$ cat src/apm_pkg.sv
// Constants shared by the auxiliary port and mode pin block
package apm_pkg;

    // ------------------------------------------------------------
    // Clock and timing
    // ------------------------------------------------------------
    localparam int CLK_PERIOD_NS = 10;        // System clock period
    localparam int CLK_FREQ_KHZ = 100000;     // System clock rate
    localparam int OSC_OUT_FREQ_KHZ = 7680;   // Oscillator clock output rate
    localparam int OSC_ACC_W = 17;            // Phase accumulator width
    // Two toggles per output period
    localparam logic [OSC_ACC_W-1:0] OSC_STEP = OSC_ACC_W'(2 * OSC_OUT_FREQ_KHZ);
    localparam logic [OSC_ACC_W-1:0] OSC_MOD = OSC_ACC_W'(CLK_FREQ_KHZ);
    localparam int RESET_PULSE_NS = 1000;     // Least low time of reset output
    localparam int RESET_PULSE_CYCLES = (RESET_PULSE_NS + CLK_PERIOD_NS - 1) / CLK_PERIOD_NS;
    localparam int RST_CNT_W = 16;            // Reset pulse counter width
    localparam int STRAP_SETTLE_CYCLES = 5;   // Synchroniser fill before strap capture
    localparam int STRAP_CNT_W = 3;

    // ------------------------------------------------------------
    // Pin and field positions
    // ------------------------------------------------------------
    localparam int PIN_FOUR = 0;              // Index of aux pin four in pin vectors
    localparam int PIN_FIVE = 1;
    localparam int PIN_SIX = 2;
    localparam int PIN_SEVEN = 3;
    localparam int IRQ_SIX = 0;               // Index in interrupt vectors
    localparam int IRQ_SEVEN = 1;
    localparam int SYNC_W = 6;                // Four aux pins plus two straps
    localparam int SYNC_FIRST = 4;            // First mode strap in sync vector
    localparam int SYNC_SECOND = 5;           // Second mode strap / wake
    localparam logic SYNC_IDLE = 1'b1;        // Pulled-up pins idle high

    // ------------------------------------------------------------
    // Operating modes, one-hot
    // ------------------------------------------------------------
    typedef enum logic [2:0] {
        APM_MODE_TERM = 3'h1,                 // Terminal
        APM_MODE_LTT = 3'h2,                  // Line-terminal-T
        APM_MODE_LTS = 3'h4                   // Line-terminal-S
    } apm_mode_t;

endpackage

$ cat src/apm_sync3.sv
// Three-stage input synchroniser with agreement filter
`timescale 1ns/10ps

// ------------------------------------------------------------
// Synchroniser
// ------------------------------------------------------------
module apm_sync3 #(
    parameter int WIDTH = 1,
    parameter logic IDLE = 1'b1
) (
    input wire logic clk,
    input wire logic rst_n,
    input wire logic [WIDTH-1:0] d,
    output logic [WIDTH-1:0] q
);

    logic [WIDTH-1:0] s1_r;                   // Metastable stage, read only by s2
    logic [WIDTH-1:0] s2_r;
    logic [WIDTH-1:0] s3_r;
    logic [WIDTH-1:0] q_r;
    logic [WIDTH-1:0] q_nxt;

    generate
        if (WIDTH < 1) begin : g_chk
            $error("apm_sync3 needs WIDTH of at least one");
        end
    endgenerate

    // Accept a new level only once stages two and three agree
    always_comb begin
        q_nxt = (s2_r & ~(s2_r ^ s3_r)) | (q_r & (s2_r ^ s3_r));
    end

    // Stage registers
    always_ff @(posedge clk or negedge rst_n) begin
        if (!rst_n) begin
            s1_r <= {WIDTH{IDLE}};
            s2_r <= {WIDTH{IDLE}};
            s3_r <= {WIDTH{IDLE}};
            q_r <= {WIDTH{IDLE}};
        end else begin
            s1_r <= d;
            s2_r <= s1_r;
            s3_r <= s2_r;
            q_r <= q_nxt;
        end
    end

    assign q = q_r;

endmodule

$ cat src/apm_aux_mode.sv
// Upper auxiliary port pins, mode straps, wake, LED, clock and reset output
`timescale 1ns/10ps

module apm_aux_mode #(
    parameter int RESET_PULSE_CYCLES = apm_pkg::RESET_PULSE_CYCLES
) (
    input wire logic clk,
    input wire logic rst_n,
    input wire logic [3:0] aux_pins_in,       // Pin levels, index 0 is pin four
    output logic [3:0] aux_pins_out,          // Open drain: always low when driven
    output logic [3:0] aux_pins_oe_n,         // Low pulls the pin low
    input wire logic [3:0] gpio_dir,          // 1 = output
    input wire logic [3:0] gpio_out_val,
    output logic [3:0] gpio_in_level,
    input wire logic multiframe_pin_select,
    input wire logic multiframe_bit_out,      // Bit to send in output role
    output logic multiframe_bit_in,           // Bit seen in input role
    input wire logic network_termination_mode,
    input wire logic clock_out_pin_select,
    input wire logic sync_or_bitclock_choice, // 1 = bit clock, 0 = frame sync
    input wire logic frame_sync,
    input wire logic bit_clock_out,
    input wire logic stop_go_bit_output_select,
    input wire logic stop_go_bit,             // From the downstream data line
    input wire logic [1:0] irq_enable,        // Index 0 pin six, 1 pin seven
    input wire logic [1:0] irq_edge_mode,     // 1 = falling edge, 0 = low level
    input wire logic [1:0] irq_clear,
    output logic [1:0] irq_status,
    output logic aux_irq_out,
    input wire logic first_mode_strap,
    input wire logic second_mode_strap,
    output logic mode_valid,
    output logic terminal_mode,
    output logic line_terminal_t_mode,
    output logic line_terminal_s_mode,
    input wire logic wake_reset_enable,
    input wire logic wake_clear,
    output logic wake_status,
    input wire logic led_auto_select,
    input wire logic led_sw_value,
    input wire logic line_activated,
    output logic activation_led_out,
    output logic oscillator_clock_out,
    input wire logic watchdog_timeout,
    input wire logic sw_reset_cmd,
    output logic reset_output_out,
    output logic reset_output_oe_n
);

    // ------------------------------------------------------------
    // Elaboration checks
    // ------------------------------------------------------------
    generate
        if (RESET_PULSE_CYCLES < 1 || RESET_PULSE_CYCLES >= (1 << apm_pkg::RST_CNT_W)) begin : g_chk
            $error("RESET_PULSE_CYCLES out of counter range");
        end
    endgenerate

    // ------------------------------------------------------------
    // Input synchronisation
    // ------------------------------------------------------------
    logic [apm_pkg::SYNC_W-1:0] sync_q;       // Filtered pin levels
    logic wake_cur;                           // Second strap, synchronised
    logic [1:0] irq_pin;                      // Pins six and seven, synchronised

    // Straps and pins are asynchronous to clk
    apm_sync3 #(
        .WIDTH(apm_pkg::SYNC_W),
        .IDLE(apm_pkg::SYNC_IDLE)
    ) u_sync (
        .clk(clk),
        .rst_n(rst_n),
        .d({second_mode_strap, first_mode_strap, aux_pins_in}),
        .q(sync_q)
    );

    assign wake_cur = sync_q[apm_pkg::SYNC_SECOND];
    assign irq_pin = {sync_q[apm_pkg::PIN_SEVEN], sync_q[apm_pkg::PIN_SIX]};

    // ------------------------------------------------------------
    // State
    // ------------------------------------------------------------
    logic [apm_pkg::STRAP_CNT_W-1:0] strap_cnt_r, strap_cnt_nxt;
    logic mode_valid_r, mode_valid_nxt;
    apm_pkg::apm_mode_t mode_r, mode_nxt;
    logic [3:0] oe_n_r, oe_n_nxt;             // Pin drive, low = pull low
    logic [3:0] gpio_in_r, gpio_in_nxt;
    logic mf_in_r, mf_in_nxt;
    logic [1:0] irq_prev_r, irq_prev_nxt;     // Last level for edge detect
    logic [1:0] irq_stat_r, irq_stat_nxt;
    logic irq_out_r, irq_out_nxt;
    logic wake_prev_r, wake_prev_nxt;
    logic wake_stat_r, wake_stat_nxt;
    logic [apm_pkg::RST_CNT_W-1:0] rst_cnt_r, rst_cnt_nxt;
    logic rst_oe_n_r, rst_oe_n_nxt;
    logic led_r, led_nxt;
    logic [apm_pkg::OSC_ACC_W-1:0] osc_acc_r, osc_acc_nxt;
    logic osc_r, osc_nxt;

    // Combinational helpers
    logic mf_output_role;                     // Multiframe pin drives
    logic [1:0] irq_in_role;                  // Pin acts as input
    logic [1:0] irq_event;
    logic wake_fall;
    logic [apm_pkg::OSC_ACC_W-1:0] osc_sum;

    // ------------------------------------------------------------
    // Next-state logic
    // ------------------------------------------------------------
    always_comb begin
        // Mode straps captured once the synchroniser has filled
        strap_cnt_nxt = strap_cnt_r;
        mode_valid_nxt = mode_valid_r;
        mode_nxt = mode_r;
        if (!mode_valid_r) begin
            if (strap_cnt_r == apm_pkg::STRAP_CNT_W'(apm_pkg::STRAP_SETTLE_CYCLES - 1)) begin
                mode_valid_nxt = 1'b1;
                if (!sync_q[apm_pkg::SYNC_FIRST]) begin
                    mode_nxt = apm_pkg::APM_MODE_TERM;
                end else if (!sync_q[apm_pkg::SYNC_SECOND]) begin
                    mode_nxt = apm_pkg::APM_MODE_LTT;
                end else begin
                    mode_nxt = apm_pkg::APM_MODE_LTS;
                end
            end else begin
                strap_cnt_nxt = strap_cnt_r + 1'b1;
            end
        end

        // Multiframe bit drives in terminal and line-terminal-T only
        mf_output_role = !network_termination_mode &&
            (mode_r == apm_pkg::APM_MODE_TERM || mode_r == apm_pkg::APM_MODE_LTT);

        // Plain GPIO drive, then alternate roles override
        oe_n_nxt = ~(gpio_dir & ~gpio_out_val);
        if (multiframe_pin_select) begin
            // Input role simply releases the pin
            oe_n_nxt[apm_pkg::PIN_FOUR] = mf_output_role ? multiframe_bit_out : 1'b1;
        end
        if (clock_out_pin_select) begin
            oe_n_nxt[apm_pkg::PIN_FIVE] = sync_or_bitclock_choice ? bit_clock_out
                                                                  : frame_sync;
        end
        if (stop_go_bit_output_select) begin
            oe_n_nxt[apm_pkg::PIN_SEVEN] = stop_go_bit;
        end
        gpio_in_nxt = sync_q[3:0];
        mf_in_nxt = sync_q[apm_pkg::PIN_FOUR];

        // Aux interrupts: pins act as inputs unless driven or mirroring
        irq_in_role[apm_pkg::IRQ_SIX] = !gpio_dir[apm_pkg::PIN_SIX];
        irq_in_role[apm_pkg::IRQ_SEVEN] = !gpio_dir[apm_pkg::PIN_SEVEN] &&
                                          !stop_go_bit_output_select;
        // Edge: falling edge; level: low level keeps setting the flag
        irq_event = irq_in_role & ((irq_edge_mode & irq_prev_r & ~irq_pin) |
                                   (~irq_edge_mode & ~irq_pin));
        irq_prev_nxt = irq_pin;
        // Set wins over a simultaneous clear
        irq_stat_nxt = (irq_stat_r & ~irq_clear) | irq_event;
        irq_out_nxt = |(irq_stat_nxt & irq_enable);

        // External wake is only live in terminal mode
        wake_fall = mode_valid_r && mode_r == apm_pkg::APM_MODE_TERM &&
                    wake_prev_r && !wake_cur;
        wake_prev_nxt = wake_cur;
        wake_stat_nxt = (wake_stat_r & ~wake_clear) | wake_fall;

        // Reset pulse restarts on every trigger
        if (watchdog_timeout || sw_reset_cmd || (wake_fall && wake_reset_enable)) begin
            rst_cnt_nxt = apm_pkg::RST_CNT_W'(RESET_PULSE_CYCLES);
        end else if (rst_cnt_r != '0) begin
            rst_cnt_nxt = rst_cnt_r - 1'b1;
        end else begin
            rst_cnt_nxt = rst_cnt_r;
        end
        rst_oe_n_nxt = (rst_cnt_nxt == '0);

        // Activated state shows as a low level
        led_nxt = led_auto_select ? !line_activated : led_sw_value;

        // Fractional divider: toggles average 15.36 MHz, jitter one cycle
        osc_sum = osc_acc_r + apm_pkg::OSC_STEP;
        if (osc_sum >= apm_pkg::OSC_MOD) begin
            osc_acc_nxt = osc_sum - apm_pkg::OSC_MOD;
            osc_nxt = !osc_r;
        end else begin
            osc_acc_nxt = osc_sum;
            osc_nxt = osc_r;
        end
    end

    // ------------------------------------------------------------
    // Registers
    // ------------------------------------------------------------
    always_ff @(posedge clk or negedge rst_n) begin
        if (!rst_n) begin
            strap_cnt_r <= '0;
            mode_valid_r <= 1'b0;
            mode_r <= apm_pkg::APM_MODE_TERM;
            oe_n_r <= 4'hF;
            gpio_in_r <= 4'hF;
            mf_in_r <= 1'b1;
            irq_prev_r <= 2'h3;
            irq_stat_r <= 2'h0;
            irq_out_r <= 1'b0;
            wake_prev_r <= 1'b1;
            wake_stat_r <= 1'b0;
            rst_cnt_r <= '0;
            rst_oe_n_r <= 1'b1;
            led_r <= 1'b1;
            osc_acc_r <= '0;
            osc_r <= 1'b0;
        end else begin
            strap_cnt_r <= strap_cnt_nxt;
            mode_valid_r <= mode_valid_nxt;
            mode_r <= mode_nxt;
            oe_n_r <= oe_n_nxt;
            gpio_in_r <= gpio_in_nxt;
            mf_in_r <= mf_in_nxt;
            irq_prev_r <= irq_prev_nxt;
            irq_stat_r <= irq_stat_nxt;
            irq_out_r <= irq_out_nxt;
            wake_prev_r <= wake_prev_nxt;
            wake_stat_r <= wake_stat_nxt;
            rst_cnt_r <= rst_cnt_nxt;
            rst_oe_n_r <= rst_oe_n_nxt;
            led_r <= led_nxt;
            osc_acc_r <= osc_acc_nxt;
            osc_r <= osc_nxt;
        end
    end

    // ------------------------------------------------------------
    // Outputs
    // ------------------------------------------------------------
    assign aux_pins_out = 4'h0;
    assign aux_pins_oe_n = oe_n_r;
    assign gpio_in_level = gpio_in_r;
    assign multiframe_bit_in = mf_in_r;
    assign irq_status = irq_stat_r;
    assign aux_irq_out = irq_out_r;
    assign mode_valid = mode_valid_r;
    assign terminal_mode = mode_valid_r && mode_r == apm_pkg::APM_MODE_TERM;
    assign line_terminal_t_mode = mode_valid_r && mode_r == apm_pkg::APM_MODE_LTT;
    assign line_terminal_s_mode = mode_valid_r && mode_r == apm_pkg::APM_MODE_LTS;
    assign wake_status = wake_stat_r;
    assign activation_led_out = led_r;
    assign oscillator_clock_out = osc_r;
    assign reset_output_out = 1'b0;
    assign reset_output_oe_n = rst_oe_n_r;

    // ------------------------------------------------------------
    // Assertions
    // ------------------------------------------------------------
    AST_GPIO_SIX: assert property (@(posedge clk) disable iff (!rst_n)
        (gpio_dir[apm_pkg::PIN_SIX] && !gpio_out_val[apm_pkg::PIN_SIX])
        |=> !aux_pins_oe_n[apm_pkg::PIN_SIX])
        else $error("pin six not driven low as gpio output");

    AST_MF_OUT: assert property (@(posedge clk) disable iff (!rst_n)
        (multiframe_pin_select && mf_output_role)
        |=> aux_pins_oe_n[apm_pkg::PIN_FOUR] == $past(multiframe_bit_out))
        else $error("multiframe bit not on pin four");

    AST_CLK_FIVE: assert property (@(posedge clk) disable iff (!rst_n)
        clock_out_pin_select |=> aux_pins_oe_n[apm_pkg::PIN_FIVE] ==
        ($past(sync_or_bitclock_choice) ? $past(bit_clock_out) : $past(frame_sync)))
        else $error("pin five does not follow chosen clock");

    AST_IRQ_EDGE: assert property (@(posedge clk) disable iff (!rst_n)
        (irq_in_role[apm_pkg::IRQ_SIX] && irq_edge_mode[apm_pkg::IRQ_SIX] &&
         $fell(irq_pin[apm_pkg::IRQ_SIX]))
        |=> irq_status[apm_pkg::IRQ_SIX] && (aux_irq_out == irq_enable[apm_pkg::IRQ_SIX] ||
             irq_status[apm_pkg::IRQ_SEVEN]))
        else $error("pin six falling edge missed");

    AST_SGO: assert property (@(posedge clk) disable iff (!rst_n)
        stop_go_bit_output_select |=> aux_pins_oe_n[apm_pkg::PIN_SEVEN] == $past(stop_go_bit))
        else $error("stop/go bit not mirrored on pin seven");

    AST_MODE_ONEHOT: assert property (@(posedge clk) disable iff (!rst_n)
        mode_valid |-> $onehot({terminal_mode, line_terminal_t_mode, line_terminal_s_mode}))
        else $error("mode outputs not one-hot");

    AST_MODE_HOLD: assert property (@(posedge clk) disable iff (!rst_n)
        mode_valid |=> mode_valid && $stable({line_terminal_t_mode, line_terminal_s_mode}))
        else $error("mode changed after capture");

    AST_WAKE: assert property (@(posedge clk) disable iff (!rst_n)
        (wake_fall && wake_reset_enable) |=> wake_status ##0 (!reset_output_oe_n)[*8])
        else $error("wake edge did not flag and reset");

    AST_LED: assert property (@(posedge clk) disable iff (!rst_n)
        (led_auto_select && line_activated) |=> !activation_led_out)
        else $error("activation led not low when active");

    AST_OSC: assert property (@(posedge clk) disable iff (!rst_n)
        $changed(oscillator_clock_out) |-> ##[6:7] $changed(oscillator_clock_out))
        else $error("oscillator clock half period wrong");

    AST_RST_OUT: assert property (@(posedge clk) disable iff (!rst_n)
        (watchdog_timeout || sw_reset_cmd) |=> (!reset_output_oe_n)[*8])
        else $error("reset output pulse too short");

    COV_WAKE: cover property (@(posedge clk) disable iff (!rst_n) wake_fall);
    COV_IRQ: cover property (@(posedge clk) disable iff (!rst_n) $rose(aux_irq_out));
    COV_RST_END: cover property (@(posedge clk) disable iff (!rst_n) $rose(reset_output_oe_n));
    COV_LTS: cover property (@(posedge clk) disable iff (!rst_n) line_terminal_s_mode);

endmodule

$ cat config.mk
export PLATFORM = sky130hd
export DESIGN_NAME = apm_aux_mode
export DESIGN_NICKNAME = d
export VERILOG_FILES = /design/src/apm_pkg.sv /design/src/apm_sync3.sv /design/src/apm_aux_mode.sv
export SDC_FILE = /design/constraint.sdc
export NUM_CORES = 1
export LEC_CHECK = 0
export BUFFER_PORTS_ARGS = -buffer_cell sky130_fd_sc_hd__buf_2
export CORE_ASPECT_RATIO = 0.7
export CORE_MARGIN = 4
export CORE_UTILIZATION = 55
export DETAILED_ROUTE_END_ITERATION = 12
export GPL_TIMING_DRIVEN = 0
export HOLD_SLACK_MARGIN = 0.05
export MAX_ROUTING_LAYER = met4
export PLACE_DENSITY = 0.79
export SLEW_MARGIN = 15
export SYNTH_ARGS = -nofsm -noshare
export SYNTH_HDL_FRONTEND = slang
export SYNTH_SLANG_ARGS = --single-unit
$ cat constraint.sdc
create_clock -name clk -period 2.6 [get_ports clk]
set_input_delay 0.13 -clock clk [delete_from_list [all_inputs] [get_ports clk]]
set_output_delay 0.13 -clock clk [all_outputs]
set_load 0.005 [all_outputs]
==> qor.csv <==
stage;metric;value;unit
synth;yosysSeqAreaShare;56.2;%
sta;fmax;403;MHz
floorplan;start_util;58.3;%
drt;route.final.wire_length;7010;um
power;leakage;0.00184;uW
place;place_congestion;0.886;
status;status;completed;
cells_and_area;drive_gt1_share;34.3;%
grt;grt_max_degree;60;
grt;gr-total-overflow;0;
grt;grt_first_pass_wirelength;11800;um
drt;drt_first_pass_iters;4;
synth;async_flop_share;100;%
cells_and_area;final_core_util;73.2;%
setup_path;cp_top_family;simple AND/OR/NAND/NOR gates;
place;io_buffers;57;
setup_path;crit_type;flip-flop to flip-flop;
clock_network;cts_tree;built;
sta;whs;0.0763;ns
sta;finalWorstSetupSlack;0.121;ns
grt;antenna_found_initial;0;
sta;finalSetupViolCount;0;
drt;drt_iter0_drc;87;
floorplan;rows;23;
floorplan;io_pins;63;
clock_network;h-tree-depth;3;
setup_path;cp_slowest_cell;or4b_1;
clock_network;numClockSinks;75;
grt;grt_usage;21.2;%
worst_hold_path;hold_path_class;primary input to flip-flop;
floorplan;core-area;5870;sq um
sta;slew_headroom;64.7;%
synth;avgSynthCellArea;11.5;sq um
setup_path;critical-path-max-stage-delay;0.47;ns
clock_network;cts.clk_slew.worst_paths;0.08;ns
synth;ys_ff_latch;75;
synth;synth-edff-count;0;
sta;min_period;2.48;ns
cells_and_area;num_antenna_cells;0;
sta;rsz0062_at_grt;no;
setup_path;required;2.85;ns
setup_path;startpoint_type;flip-flop;
cells_and_area;num-fill-cells;399;
floorplan;die_y;74.0;um
sta;fin_setup_tns;0;ns
power;peakVddDrop;0.463;mV
cells_and_area;nNetsFinal;441;
setup_path;path_cells;inv_1 -> ha_1 -> nor4b_4 -> and4_1 -> buf_4 -> o21ai_0 -> o21ai_0 -> or4b_1 -> nor4_2;
drt;route.detailed.drc;0;
setup_path;critical_path_arrival;2.73;ns
sta;final_hold_viol_count;0;
synth;synth_cell_types;62;
drt;post_drt_via_cell_ratio;5.28;
floorplan;die_width;102;um
power;pwr_density_cell;556;nW/um^2
sta;tightest_slew;0.529;ns
clock_network;insertion_delay;0.35;ns
synth;synth_top_flop_cell;dfrtp_1;
place;dpl.hpwl;4820;um
drt;post_drt_wl_per_cell;14.7;um
drt;postRouteAntennaNets;0;
cells_and_area;areaGrowthSynthToFinish;25.6;%
setup_path;cp_common_cell;o21ai_0;
synth;yosys_warnings;0;
run;max-cap-violations;0;
synth;netlist_instances;298;
clock_network;cts_made_buffers;9;
setup_path;crit_fanout;10;
clock_network;cts-root-buf;clkbuf_8;
setup_path;critPathBufInv;2;
synth;netlist_area;3420;sq um
grt;grt_pass1_vias;2518;
sta;period_share;95.3;%
drt;num_vias;2507;
sta;skew;0.00710;ns
setup_path;worstSetupEndpointType;flip-flop;
sta;maxSlewViolCount;0;
place;dp_slack;0.0319;ns
clock_network;clock_path_buffers;2;
floorplan;dieArea;7570;sq um
## worst register-to-register path, stage by stage (launching register included)
cell     delay, ns
dfrtp_1       0.46
inv_1         0.12
ha_1          0.17
nor4b_4       0.27
and4_1        0.27
buf_4         0.18
o21ai_0       0.10
o21ai_0       0.10
or4b_1        0.47
nor4_2        0.26
## Yosys cell counts, drive strengths merged (5+ instances only)
master | number | area share (%)
a21oi | 9 | 1.4
nor3 | 8 | 1.3
dfstp | 36 | 28
nor2b | 5 | 0.91
dfrtp | 39 | 29
a31oi | 5 | 0.91
buf | 8 | 1.9
nor2 | 29 | 3.3
xnor2 | 15 | 3.8
ha | 8 | 2.9
o21ai | 13 | 1.9
inv | 15 | 1.6
maj3 | 6 | 1.8
nand2 | 24 | 2.6
xor2 | 9 | 2.3
## final cells by class
| type | count | area, sq um | share of cell area, % |
|---|---|---|---|
| buffer | 11 | 75.1 | 1.75 |
| clock inverter | 7 | 72.6 | 1.69 |
| multi-input combinational | 200 | 1400 | 32.5 |
| tap | 75 | 93.8 | 2.18 |
| timing repair buffer | 83 | 561 | 13.0 |
| clock buffer | 9 | 124 | 2.88 |
| inverter | 15 | 56.3 | 1.31 |
| sequential | 75 | 1920 | 44.7 |
## per-layer routing
layer	wire, um	up-vias	GRT usage, %
met2	3400	72	33.6
li1	-	1227	-
met4	92	0	6.11
met5	0	-	-
met3	361	11	5.72
met1	3150	1197	27.0
## metrics by stage
| step | power (uW) | cells | cell area (sq um) |
|---|---|---|---|
| after floorplan | 1380 | 302 | 3440 |
| after global placement | 1470 | 434 | 3820 |
| after detailed placement | 1490 | 435 | 3850 |
| after CTS | 2420 | 474 | 4280 |
| after global routing | 2500 | 475 | 4300 |
| final | 2390 | 475 | 4300 |
## timing repair
| item | CTS | global route |
|---|---|---|
| endpoints found under the hold margin | 60 | 0 |
| setup buffers | 0 | 2 |
| resized for setup | 1 | 3 |
| hold buffers | 23 | 0 |
| setup endpoints to repair | 1 | 13 |
| pin swaps | 0 | 1 |
## placed cells by master, fill, tap and decap left out, drive strengths merged, types with 2 or more instances in the layout
cell / n
dfstp: 36
nor4bb: 4
conb: 5
xnor2: 15
o21a: 2
nor2b: 5
nand4b: 3
inv: 19
and2: 2
nor3b: 4
o41ai: 2
dfrtp: 39
nor3: 8
buf: 68
clkbuf: 12
o211ai: 2
nand3: 3
mux2i: 4
a31oi: 5
xor2: 9
nand2b: 4
and3b: 2
nor4: 4
nor4b: 2
a21oi: 9
nand4: 3
o21ai: 13
nand2: 24
ha: 8
a211oi: 2
maj3: 6
nor2: 29
dlygate4sd3: 23
## flip-flops by register name (all words and copies together) (netlist names), named ones only
signal	flops
rst_cnt_r	16
osc_acc_r	12
u_sync.s1_r	6
u_sync.s2_r	6
u_sync.s3_r	6
aux_pins_oe_n	4
gpio_in_level	3
mode_r	3
strap_cnt_r	3
irq_status	2
activation_led_out	1
aux_irq_out	1
irq_prev_r	1
mode_valid	1
oscillator_clock_out	1
reset_output_oe_n	1
wake_prev_r	1
wake_status	1
## power breakdown
group / leakage [uW] / internal [uW] / switching [uW]
logic: 0.000886 / 117 / 103
clock network: 0.000101 / 449 / 437
registers: 0.000852 / 1250 / 34.8
total: 0.00184 / 1810 / 575
## path summary, 6_finish.rpt
| kind | startpoint | to | slack [ns] | cells after the start |
|---|---|---|---|---|
| worst max register to register | rst_cnt_r[1] | reset_output_oe_n | 0.12 | 9 |
| worst min-delay path | watchdog_timeout | reset_output_oe_n | 0.08 | 4 |
| worst min register to register | u_sync.s1_r[5] | u_sync.s2_r[5] | 0.36 | 0 |
| min in group asynchronous | rst_n | mode_valid | 0.20 | 2 |
| max in group asynchronous | rst_n | u_sync.s3_r[5] | 1.82 | 3 |
| worst max-delay path | rst_cnt_r[1] | reset_output_oe_n | 0.12 | 9 |
## cell families (layout without fill, tap and decap cells)
logic type / Yosys count / count (layout) / share of synthesized area [%]
multiplexers: 4 / 4 / 1.17
AO/OA/AOI/OAI: 49 / 49 / 9.87
buffers and inverters: 27 / 125 / 3.95
other: 1 / 5 / 0.110
adder cells (fa/ha/maj): 14 / 14 / 4.68
flip-flops: 75 / 75 / 56.2
AND/OR/NAND/NOR: 104 / 104 / 17.9
XOR/XNOR: 24 / 24 / 6.14
Power figures use the tool's default switching activity.
